--- config.mk ---
export PLATFORM = sky130hd
export DESIGN_NAME = ips_supervisor
export DESIGN_NICKNAME = d
export VERILOG_FILES = /design/src/common/ips_pkg.sv /design/src/common/ips_tick_if.sv /design/src/rtl/ips_supervisor.sv /design/src/rtl/ips_tick_timer.sv
export SDC_FILE = /design/constraint.sdc
export NUM_CORES = 2
export LEC_CHECK = 0
export CORE_MARGIN = 3
export CORE_UTILIZATION = 45
export DETAILED_ROUTE_END_ITERATION = 10
export DONT_BUFFER_PORTS = 1
export GPL_ROUTABILITY_DRIVEN = 0
export SLEW_MARGIN = 25
export SYNTH_ARGS = -nofsm -noshare
export SYNTH_HDL_FRONTEND = slang
export SYNTH_SLANG_ARGS = --single-unit
--- constraint.sdc ---
create_clock -name clock -period 30.1 [get_ports clock]
set_input_delay 1.505 -clock clock [delete_from_list [all_inputs] [get_ports clock]]
set_output_delay 1.505 -clock clock [all_outputs]
set_load 0.005 [all_outputs]
--- src/common/ips_pkg.sv ---
// Shared constants and types of the inverter protection supervisor.
package ips_pkg;
   // System clock period in nanoseconds (20 MHz).
   localparam int CLOCK_PERIOD_NS = 50;
   // Switch sampling period in nanoseconds (1 ms).
   localparam int SWITCH_PERIOD_NS = 1_000_000;
   // Protection check period in nanoseconds (187.5 us).
   localparam int GUARD_PERIOD_NS = 187_500;
   // Clock cycles per switch sample; the top module exposes this as a parameter.
   localparam int SWITCH_CYCLES = SWITCH_PERIOD_NS / CLOCK_PERIOD_NS;
   // Clock cycles per protection check.
   localparam int GUARD_CYCLES = GUARD_PERIOD_NS / CLOCK_PERIOD_NS;
   // Full converter code.
   localparam int CODE_MAX = 32'h0000_03FF;
   // Bus voltage at full code, and the trip limits, in millivolts.
   localparam int BUS_FULL_MV = 25000;
   localparam int BUS_OVER_MV = 24000;
   localparam int BUS_UNDER_MV = 3000;
   // Phase current at each end of the code range, and the trip limit, in milliamperes.
   localparam int PHASE_FULL_MA = 83300;
   localparam int PHASE_TRIP_MA = 15000;
   // Width of a converter code and of the duty setting.
   localparam int CODE_W = 10;
   // Duty value after reset and whenever the stage is stopped.
   localparam logic [9:0] DUTY_RESET = 10'h000;

   // Reported error kinds.
   typedef enum logic [1:0] {
      ERR_NONE  = 2'b00,
      ERR_OVERI = 2'b01,
      ERR_OVERV = 2'b10,
      ERR_UNDERV = 2'b11
   } ips_err_type;

   // Drive sequence states.
   typedef enum logic [1:0] {
      ST_IDLE   = 2'b00,
      ST_OPEN   = 2'b01,
      ST_CLOSED = 2'b10,
      ST_FAULT  = 2'b11
   } ips_state_type;
endpackage

--- src/common/ips_tick_if.sv ---
// Tick enables passed from the periodic tick timer to the supervisor.
`timescale 1ns/1ns
interface ips_tick_if;
   logic tickSwitch;   // One-cycle pulse every switch sampling period.
   logic tickGuard;    // One-cycle pulse every protection check period.
   modport timer (output tickSwitch, output tickGuard);
   modport user  (input tickSwitch, input tickGuard);
endinterface

--- src/rtl/ips_supervisor.sv ---
// Inverter protection supervisor: start/stop, scaling, drive sequence, PI loop, duty and trips.
// Contract
// - Sample the switch once per 1 ms tick.
// - Sampled low switch requests motor running.
// - Sampled switch going high requests motor stop.
// - Bus code 0000H..03FFH maps 0..25 V.
// - Phase codes 0000H..03FFH map -83.3..+83.3 A.
// - Abnormal bus voltage stops PWM drive.
// - Hardware over-current input tri-states PWM pins directly.
// - Every 187.5 us, current above 15 A trips.
// - Every 187.5 us, bus above 24 V trips.
// - Bus below 3 V trips.
// - Three distinct error types, each trips.
// - Open loop first, vector control after fixed time.
// - PI speed regulation in closed loop.
// - Modulation factor written to PWM duty setting.
`timescale 1ns/1ns
module ips_supervisor #(
   parameter int SWITCH_CYCLES = ips_pkg::SWITCH_CYCLES,  // Cycles per 1 ms switch sample.
   parameter int OPEN_TICKS    = 500,                     // Switch ticks spent in open loop.
   parameter int OPEN_DUTY     = 128,                     // Duty used in open loop.
   parameter int KP            = 4,                       // PI proportional gain.
   parameter int KI            = 1,                       // PI integral gain.
   parameter int PI_SHIFT      = 4                        // PI output scaling shift.
) (
   input  wire logic              clock,                  // System clock, 20 MHz.
   input  wire logic              rst,                    // Synchronous reset, active high.
   input  wire logic              switchSenseInput,       // Start/stop switch pin, low means pressed.
   input  wire logic              hwOvercurrentStopInput, // Hardware over-current pin, active high.
   input  wire logic [9:0]        busVoltageChannel,      // Bus voltage converter code.
   input  wire logic [9:0]        uCurrentChannel,        // U phase current converter code.
   input  wire logic [9:0]        vCurrentChannel,        // V phase current converter code.
   input  wire logic [9:0]        wCurrentChannel,        // W phase current converter code.
   input  wire logic signed [15:0] speedRef,              // Requested speed from the control side.
   input  wire logic signed [15:0] speedEst,              // Estimated speed from the sensorless estimator.
   output logic                   runRequest,             // Level: switch asks the motor to run.
   output logic                   closedLoop,             // Level: sensorless vector control active.
   output logic [1:0]             errorType,              // Latched error kind.
   output logic [9:0]             pwmDuty,                // PWM duty setting.
   output logic [2:0]             pwmPinOut,              // PWM pin levels U, V, W.
   output logic [2:0]             pwmPinOe_n              // PWM pin drive enables, low drives, high floats.
);
   // Refuse settings the 10-bit duty or counters cannot serve.
   initial begin
      if (OPEN_TICKS < 1 || OPEN_TICKS > 65535 || OPEN_DUTY < 0 || OPEN_DUTY > ips_pkg::CODE_MAX) begin
         $error("ips_supervisor: open loop setting out of range");
      end
   end

   ips_tick_if ticks ();  // Tick enables from the timer.

   // Periodic tick timer.
   ips_tick_timer #(
      .SWITCH_CYCLES (SWITCH_CYCLES),
      .GUARD_CYCLES  (ips_pkg::GUARD_CYCLES)
   ) u_timer (
      .clock (clock),
      .rst   (rst),
      .ticks (ticks.timer)
   );

   // Bus millivolts from a code, linear with 0 V at zero and 25 V at full code.
   function automatic int busMillivolts(input logic [9:0] code);
      busMillivolts = (int'(code) * ips_pkg::BUS_FULL_MV) / ips_pkg::CODE_MAX;
   endfunction

   // Phase milliamperes from a code, linear over -83.3 A to +83.3 A.
   function automatic int phaseMilliamps(input logic [9:0] code);
      phaseMilliamps = (int'(code) * 2 * ips_pkg::PHASE_FULL_MA) / ips_pkg::CODE_MAX
                       - ips_pkg::PHASE_FULL_MA;
   endfunction

   // True when a phase current magnitude is over the trip limit.
   function automatic logic phaseOver(input logic [9:0] code);
      int ma;
      ma = phaseMilliamps(code);
      phaseOver = (ma > ips_pkg::PHASE_TRIP_MA) || (ma < -ips_pkg::PHASE_TRIP_MA);
   endfunction

   // Pin synchronisers: two flops each before the sequencer reads the pins; the pin enables use the raw over-current pin.
   logic [1:0] switchSync;        // Switch pin synchroniser.
   logic [1:0] hwOcSync;          // Over-current pin synchroniser.
   always_ff @(posedge clock) begin
      if (rst) begin
         switchSync <= 2'b11;
         hwOcSync   <= 2'b00;
      end else begin
         switchSync <= {switchSync[0], switchSenseInput};
         hwOcSync   <= {hwOcSync[0], hwOvercurrentStopInput};
      end
   end

   // Checks on the current codes; trips are taken only on guard ticks.
   logic overCurrent;             // Any phase current beyond the limit.
   logic overVoltage;             // Bus voltage beyond the upper limit.
   logic underVoltage;            // Bus voltage below the lower limit.
   always_comb begin
      overCurrent  = phaseOver(uCurrentChannel) || phaseOver(vCurrentChannel) || phaseOver(wCurrentChannel);
      overVoltage  = busMillivolts(busVoltageChannel) > ips_pkg::BUS_OVER_MV;
      underVoltage = busMillivolts(busVoltageChannel) < ips_pkg::BUS_UNDER_MV;
   end

   // Sequencer state.
   ips_pkg::ips_state_type state;        // Drive sequence state.
   ips_pkg::ips_state_type next_state;   // Next drive sequence state.
   ips_pkg::ips_err_type   errLatch;     // Latched error kind.
   ips_pkg::ips_err_type   next_errLatch;// Next error kind.
   logic        switchLevel;             // Switch level seen at the last tick.
   logic        next_switchLevel;        // Next sampled switch level.
   logic        rearmed;                 // Switch has been high since the last fault.
   logic        next_rearmed;            // Next rearm flag.
   logic [15:0] openCount;               // Switch ticks spent in open loop.
   logic [15:0] next_openCount;          // Next open loop count.

   // Computes the sequence: switch sampling, start/stop, open to closed loop, trips.
   always_comb begin
      next_state       = state;
      next_errLatch    = errLatch;
      next_switchLevel = switchLevel;
      next_rearmed     = rearmed;
      next_openCount   = openCount;
      // Switch is looked at only on the periodic tick.
      if (ticks.tickSwitch) begin
         next_switchLevel = switchSync[1];
         if (switchSync[1]) begin
            next_rearmed = 1'b1;
         end
      end
      unique case (state)
         ips_pkg::ST_IDLE: begin
            // A low sample starts the drive in open loop.
            if (ticks.tickSwitch && !switchSync[1]) begin
               next_state     = ips_pkg::ST_OPEN;
               next_openCount = 16'h0000;
            end
         end
         ips_pkg::ST_OPEN: begin
            // Open loop lasts a fixed count of ticks.
            if (ticks.tickSwitch) begin
               next_openCount = openCount + 16'h0001;
               if (openCount == 16'(OPEN_TICKS - 1)) begin
                  next_state = ips_pkg::ST_CLOSED;
               end
            end
         end
         ips_pkg::ST_CLOSED: begin
            // Closed loop holds until a stop or a trip.
         end
         ips_pkg::ST_FAULT: begin
            // A fresh low sample after a high one clears the fault and restarts.
            if (ticks.tickSwitch && !switchSync[1] && rearmed) begin
               next_state     = ips_pkg::ST_OPEN;
               next_errLatch  = ips_pkg::ERR_NONE;
               next_openCount = 16'h0000;
            end
         end
      endcase
      // A high sample while driving stops the motor.
      if ((state == ips_pkg::ST_OPEN || state == ips_pkg::ST_CLOSED) && ticks.tickSwitch && switchSync[1]) begin
         next_state = ips_pkg::ST_IDLE;
      end
      // Hardware over-current latches a fault at any time; the pins float already.
      if (hwOcSync[1]) begin
         next_state    = ips_pkg::ST_FAULT;
         next_errLatch = ips_pkg::ERR_OVERI;
         next_rearmed  = 1'b0;
      end else if (ticks.tickGuard && state != ips_pkg::ST_FAULT &&
                   (overCurrent || overVoltage || underVoltage)) begin
         // Periodic checks trip an emergency stop; current wins, then over- then under-voltage.
         next_state   = ips_pkg::ST_FAULT;
         next_rearmed = 1'b0;
         if (overCurrent) begin
            next_errLatch = ips_pkg::ERR_OVERI;
         end else if (overVoltage) begin
            next_errLatch = ips_pkg::ERR_OVERV;
         end else begin
            next_errLatch = ips_pkg::ERR_UNDERV;
         end
      end
   end

   // Registers the sequence state.
   always_ff @(posedge clock) begin
      if (rst) begin
         state       <= ips_pkg::ST_IDLE;
         errLatch    <= ips_pkg::ERR_NONE;
         switchLevel <= 1'b1;
         rearmed     <= 1'b1;
         openCount   <= 16'h0000;
      end else begin
         state       <= next_state;
         errLatch    <= next_errLatch;
         switchLevel <= next_switchLevel;
         rearmed     <= next_rearmed;
         openCount   <= next_openCount;
      end
   end

   // Speed loop and duty setting, updated on each guard tick in closed loop.
   logic signed [31:0] integ;        // PI integrator.
   logic signed [31:0] next_integ;   // Next integrator value.
   logic [9:0]         next_pwmDuty; // Next duty setting.
   logic signed [31:0] speedErr;     // Speed error.
   logic signed [31:0] piOut;        // PI output before clamping.
   always_comb begin
      next_integ   = integ;
      next_pwmDuty = pwmDuty;
      speedErr     = 32'(speedRef) - 32'(speedEst);
      piOut        = (speedErr * KP + integ) >>> PI_SHIFT;
      if (state == ips_pkg::ST_CLOSED) begin
         if (ticks.tickGuard) begin
            // The integrator stops growing once the duty is saturated.
            if (!((piOut > ips_pkg::CODE_MAX && speedErr > 0) || (piOut < 0 && speedErr < 0))) begin
               next_integ = integ + speedErr * KI;
            end
            if (piOut > ips_pkg::CODE_MAX) begin
               next_pwmDuty = 10'(ips_pkg::CODE_MAX);
            end else if (piOut < 0) begin
               next_pwmDuty = ips_pkg::DUTY_RESET;
            end else begin
               next_pwmDuty = piOut[9:0];
            end
         end
      end else if (state == ips_pkg::ST_OPEN) begin
         // Open loop uses a fixed duty; the integrator starts from that level.
         next_integ   = 32'(OPEN_DUTY) <<< PI_SHIFT;
         next_pwmDuty = 10'(OPEN_DUTY);
      end else begin
         next_integ   = 32'h0000_0000;
         next_pwmDuty = ips_pkg::DUTY_RESET;
      end
   end

   // Registers the speed loop.
   always_ff @(posedge clock) begin
      if (rst) begin
         integ   <= 32'h0000_0000;
         pwmDuty <= ips_pkg::DUTY_RESET;
      end else begin
         integ   <= next_integ;
         pwmDuty <= next_pwmDuty;
      end
   end

   // Triangle carrier for the pulse width comparison.
   logic [9:0] carrier;        // Carrier count.
   logic       carrierDown;    // Carrier is counting down.
   logic [9:0] next_carrier;   // Next carrier count.
   logic       next_carrierDown; // Next carrier direction.
   logic [2:0] next_pwmPinOut; // Next pin levels.
   always_comb begin
      next_carrierDown = carrierDown;
      if (!carrierDown && carrier == 10'h3FE) begin
         next_carrierDown = 1'b1;
      end else if (carrierDown && carrier == 10'h001) begin
         next_carrierDown = 1'b0;
      end
      next_carrier   = next_carrierDown ? carrier - 10'h001 : carrier + 10'h001;
      next_pwmPinOut = {3{carrier < pwmDuty}};
   end

   // Registers the carrier and the pin levels.
   always_ff @(posedge clock) begin
      if (rst) begin
         carrier     <= 10'h000;
         carrierDown <= 1'b0;
         pwmPinOut   <= 3'b000;
      end else begin
         carrier     <= next_carrier;
         carrierDown <= next_carrierDown;
         pwmPinOut   <= next_pwmPinOut;
      end
   end

   // The raw over-current pin floats the outputs with no clocked step in between.
   always_comb begin
      pwmPinOe_n = {3{hwOvercurrentStopInput ||
                      !(state == ips_pkg::ST_OPEN || state == ips_pkg::ST_CLOSED)}};
   end

   assign runRequest = !switchLevel;
   assign closedLoop = (state == ips_pkg::ST_CLOSED);
   assign errorType  = errLatch;
endmodule

--- src/rtl/ips_tick_timer.sv ---
// Periodic tick timer making the switch and protection enables.
`timescale 1ns/1ns
module ips_tick_timer #(
   parameter int SWITCH_CYCLES = ips_pkg::SWITCH_CYCLES,  // Cycles per switch tick.
   parameter int GUARD_CYCLES  = ips_pkg::GUARD_CYCLES    // Cycles per guard tick.
) (
   input  wire logic clock,        // System clock.
   input  wire logic rst,          // Synchronous reset, active high.
   ips_tick_if.timer ticks         // Tick enables out.
);
   // Refuse periods the 16-bit counters cannot hold.
   initial begin
      if (SWITCH_CYCLES < 1 || SWITCH_CYCLES > 65536 || GUARD_CYCLES < 1 || GUARD_CYCLES > 65536) begin
         $error("ips_tick_timer: tick period out of range");
      end
   end

   logic [15:0] switchCount;       // Cycles left to the next switch tick.
   logic [15:0] guardCount;        // Cycles left to the next guard tick.
   logic [15:0] next_switchCount;  // Next switch counter value.
   logic [15:0] next_guardCount;   // Next guard counter value.

   // Each counter runs down and reloads; the tick fires at one.
   always_comb begin
      next_switchCount = (switchCount == 16'h0000) ? 16'(SWITCH_CYCLES - 1) : switchCount - 16'h0001;
      next_guardCount  = (guardCount == 16'h0000) ? 16'(GUARD_CYCLES - 1) : guardCount - 16'h0001;
   end

   // Registers the counters.
   always_ff @(posedge clock) begin
      if (rst) begin
         switchCount <= 16'h0000;
         guardCount  <= 16'h0000;
      end else begin
         switchCount <= next_switchCount;
         guardCount  <= next_guardCount;
      end
   end

   // Ticks are held off during reset so the first one comes a full period after release.
   assign ticks.tickSwitch = (switchCount == 16'h0001) || (SWITCH_CYCLES == 1 && !rst);
   assign ticks.tickGuard  = (guardCount == 16'h0001) || (GUARD_CYCLES == 1 && !rst);
endmodule

==> flow_summary.json <==
{
  "yosysWarnings": 0,
  "rsz0062_at_grt": "false",
  "cp-end-kind": "flop",
  "relSlewSlack_pct": 30.8,
  "finalCritPeriodShare_pct": 73.7,
  "wirelength_um": 107000,
  "hold_viol": 0,
  "start_kind": "primary input",
  "crit_slowest_cell": "nor4_4",
  "netlist.area_leader.share_pct": 13.2,
  "async_reset_ff_share_pct": 0,
  "cts_resized": 0,
  "root_buffer": "clkbuf_16",
  "cts_made_buffers": 9,
  "cts_tree": "built",
  "fp.dieH_um": 300,
  "ys.flop_type": "dfxtp_1",
  "cp_data_required_time_ns": 30.37,
  "groute.usage.overall_pct": 22.7,
  "cp_max_fo": 16,
  "cts_hold_buf": 0,
  "io_buffers": 0,
  "finalSetupViolCount": 0,
  "ios": 96,
  "fp-row-count": 107,
  "syn-instance-count": 5261,
  "synth_compound_area_share_pct": 33.1,
  "drtIter0Drc": 2569,
  "antenna_found_initial": 0,
  "design.die.area_um2": 90100,
  "grt_pass1_wl_um": 180000,
  "setup_tns_ns": 0,
  "htreeDepth": 3,
  "synth_edf_count": 0,
  "finalInstanceArea_um2": 40100,
  "cp_top_family": "simple AND/OR/NAND/NOR gates",
  "die_x_um": 300,
  "nNetsFinal": 5716,
  "hpwl_um": 88200,
  "tightest_slew_ns": 1.03,
  "placed_cell_area_um2": 39800,
  "cts_buffer_depth": 2,
  "syn_to_final_growth_pct": 2.94,
  "synth_area_leader_cell": "ha_1",
  "fin_skew_ns": 0.0147,
  "avgSynthCellArea_um2": 7.41,
  "crit_buf_inv": 5,
  "cp.arrival_ns": 22.45,
  "initial_core_util_pct": 45.5,
  "yosys_register_bits": 112,
  "synthXorXnorAreaFrac_pct": 8.20,
  "syn_nets": 5848,
  "outcome": "complete, no violations",
  "drc_errors": 0,
  "clk_pin_slew_ns": 0.08,
  "min_path_type": "reg2reg",
  "slowest_delay_ns": 0.72,
  "grt_max_degree": 50,
  "synth_area_leaders": "ha_1, dfxtp_1, xnor2_1, fa_1, nor2_1",
  "drtAntennaViolNets": 0,
  "fillCellCount": 8706,
  "detail_route.first_pass.iterations": 6,
  "cts_sinks": 112,
  "clk_latency_ns": 0.37,
  "fmax_mhz": 45.1,
  "viasPerCell": 6.31,
  "vias": 39600,
  "drive_gt1_share_pct": 6.74,
  "synth.area.mux_share_pct": 1.75,
  "synth-simple-area-share_pct": 27.7,
  "synth_top_family_by_area": "compound AO/OA/AOI/OAI gates",
  "max_cap_violations": 0,
  "wire_per_inst_um": 17.1,
  "synthesis.area_um2": 39000,
  "slew_violations": 0,
  "synth_fa_ha_area_share_pct": 18.5,
  "finalCriticalPeriod_ns": 22.18,
  "timing_worst_setup_path_type": "in2reg",
  "ys_types": 158,
  "grt_overflow_total": 0,
  "grt_pass1_vias": 36400,
  "n_antenna_cell": 0,
  "cts_setup_buffers": 0,
  "coreArea_um2": 85500,
  "yosysSeqAreaShare_pct": 5.75
}
[worst paths after layout]
path	from	end	slack, ns	depth (start not counted)
setup / recovery	wCurrentChannel[7]	rearmed	7.92	65
hold / removal	switchSync[0]	switchSync[1]	0.42	1
setup reg to reg	integ[3]	integ[31]	23.12	31
hold reg to reg	switchSync[0]	switchSync[1]	0.42	1
[worst reg2reg max path: cells and delay by family, from the launching register on]
family	cells	cell delay, ns
flops	1	0.34
fa+ha+maj	1	0.28
simple gates	11	2.07
buf+inv	1	0.36
compound gates	17	3.66
xor+xnor	1	0.18
[registers in the layout, indices dropped and copies added (netlist names)]
register,flops
carrierDown,1
hwOcSync,2
errorType,2
pwmDuty,10
openCount,16
u_timer.guardCount,16
pwmPinOut,1
carrier,10
switchLevel,1
switchSync,2
rearmed,1
integ,32
u_timer.switchCount,16
state,2
[stage by stage]
stage	utilization, %	setup WS (ns)	hold WS, ns	std cells
floorplan	-	11.25	0.389	5261
global placement	46.5	7.92	0.395	6261
detailed placement	46.5	7.82	0.394	6261
CTS	46.9	8.17	0.431	6277
global route	46.9	6.39	0.439	6278
finish	46.9	7.92	0.423	6278
[synth_stat cells (all sizes together) (23+ instances only)]
cell and count:
buf 66, nand3 179, o21a 70, or2 72, nor4 99, xnor2 236
a2111oi 24, or3 65, and2 95, a31o 31, o211a 35, a21o 99
a31oi 90, o211ai 87, fa 101, and3 82, a211o 47, ha 410
nand4 81, o22ai 32, a21boi 29, o21bai 51, mux2 26, nor2 495
a21oi 381, o21ai 274, and4 50, o31a 25, nand2b 52, nand2 353
inv 321, a41oi 23, dfxtp 112, nor3 204, nor2b 32, a211oi 94
o41ai 24, xor2 116, mux2i 36, nor4b 24, o31ai 47, clkbuf 92
or4 31
[cell usage in the layout (no fill, tap or decap), types with 24 or more instances in the layout]
cell type,instances
a31oi_1,86
or2_2,50
and4_1,49
o211a_1,30
a21oi_1,367
nand2b_1,51
or4_1,27
o31a_1,24
nor4_1,77
and2_1,93
a21o_1,99
and3_1,81
o21bai_1,51
o21ai_0,210
nand4_1,76
o211ai_1,73
o21a_1,70
a211o_1,47
nor2_1,490
xor2_1,112
o22ai_1,30
mux2i_1,34
a31o_2,26
nand2_1,353
xnor2_1,231
nor2b_1,32
nand3_1,178
or3_1,61
fa_1,101
inv_1,321
a211oi_1,72
dfxtp_1,112
o31ai_1,40
o21ai_1,54
ha_1,410
nor3_1,193
[layer usage]
layer / GRT usage (%) / vias to the layer above / wire [µm]
li1: - / 19800 / -
met1: 32.0 / 18800 / 51900
met2: 39.1 / 901 / 50900
met3: 0.895 / 102 / 3420
met4: 3.52 / 0 / 1280
met5: 0 / - / 0
[cell families (layout without fill, tap and decap cells)]
group	count (synthesis)	after routing
compound gates	1745	1745
xor+xnor	354	354
fa+ha+maj	518	518
buf+inv	479	352
flops	112	112
mux	62	62
other cells	1	1
simple gates	1990	1990
[final cells by class]
type / instances / area (µm²) / area share [%]
multi-input cells: 4670 / 34800 / 86.8
flip-flops and latches: 112 / 2240 / 5.59
well taps: 1144 / 1430 / 3.57
inverters: 321 / 1200 / 3.00
clock buffers: 9 / 225 / 0.562
repair buffers: 15 / 110 / 0.275
clock inverters: 7 / 96.3 / 0.240
Power is not shown: default switching activity piles up to over one toggle a cycle in this logic, so the estimate is an artifact.
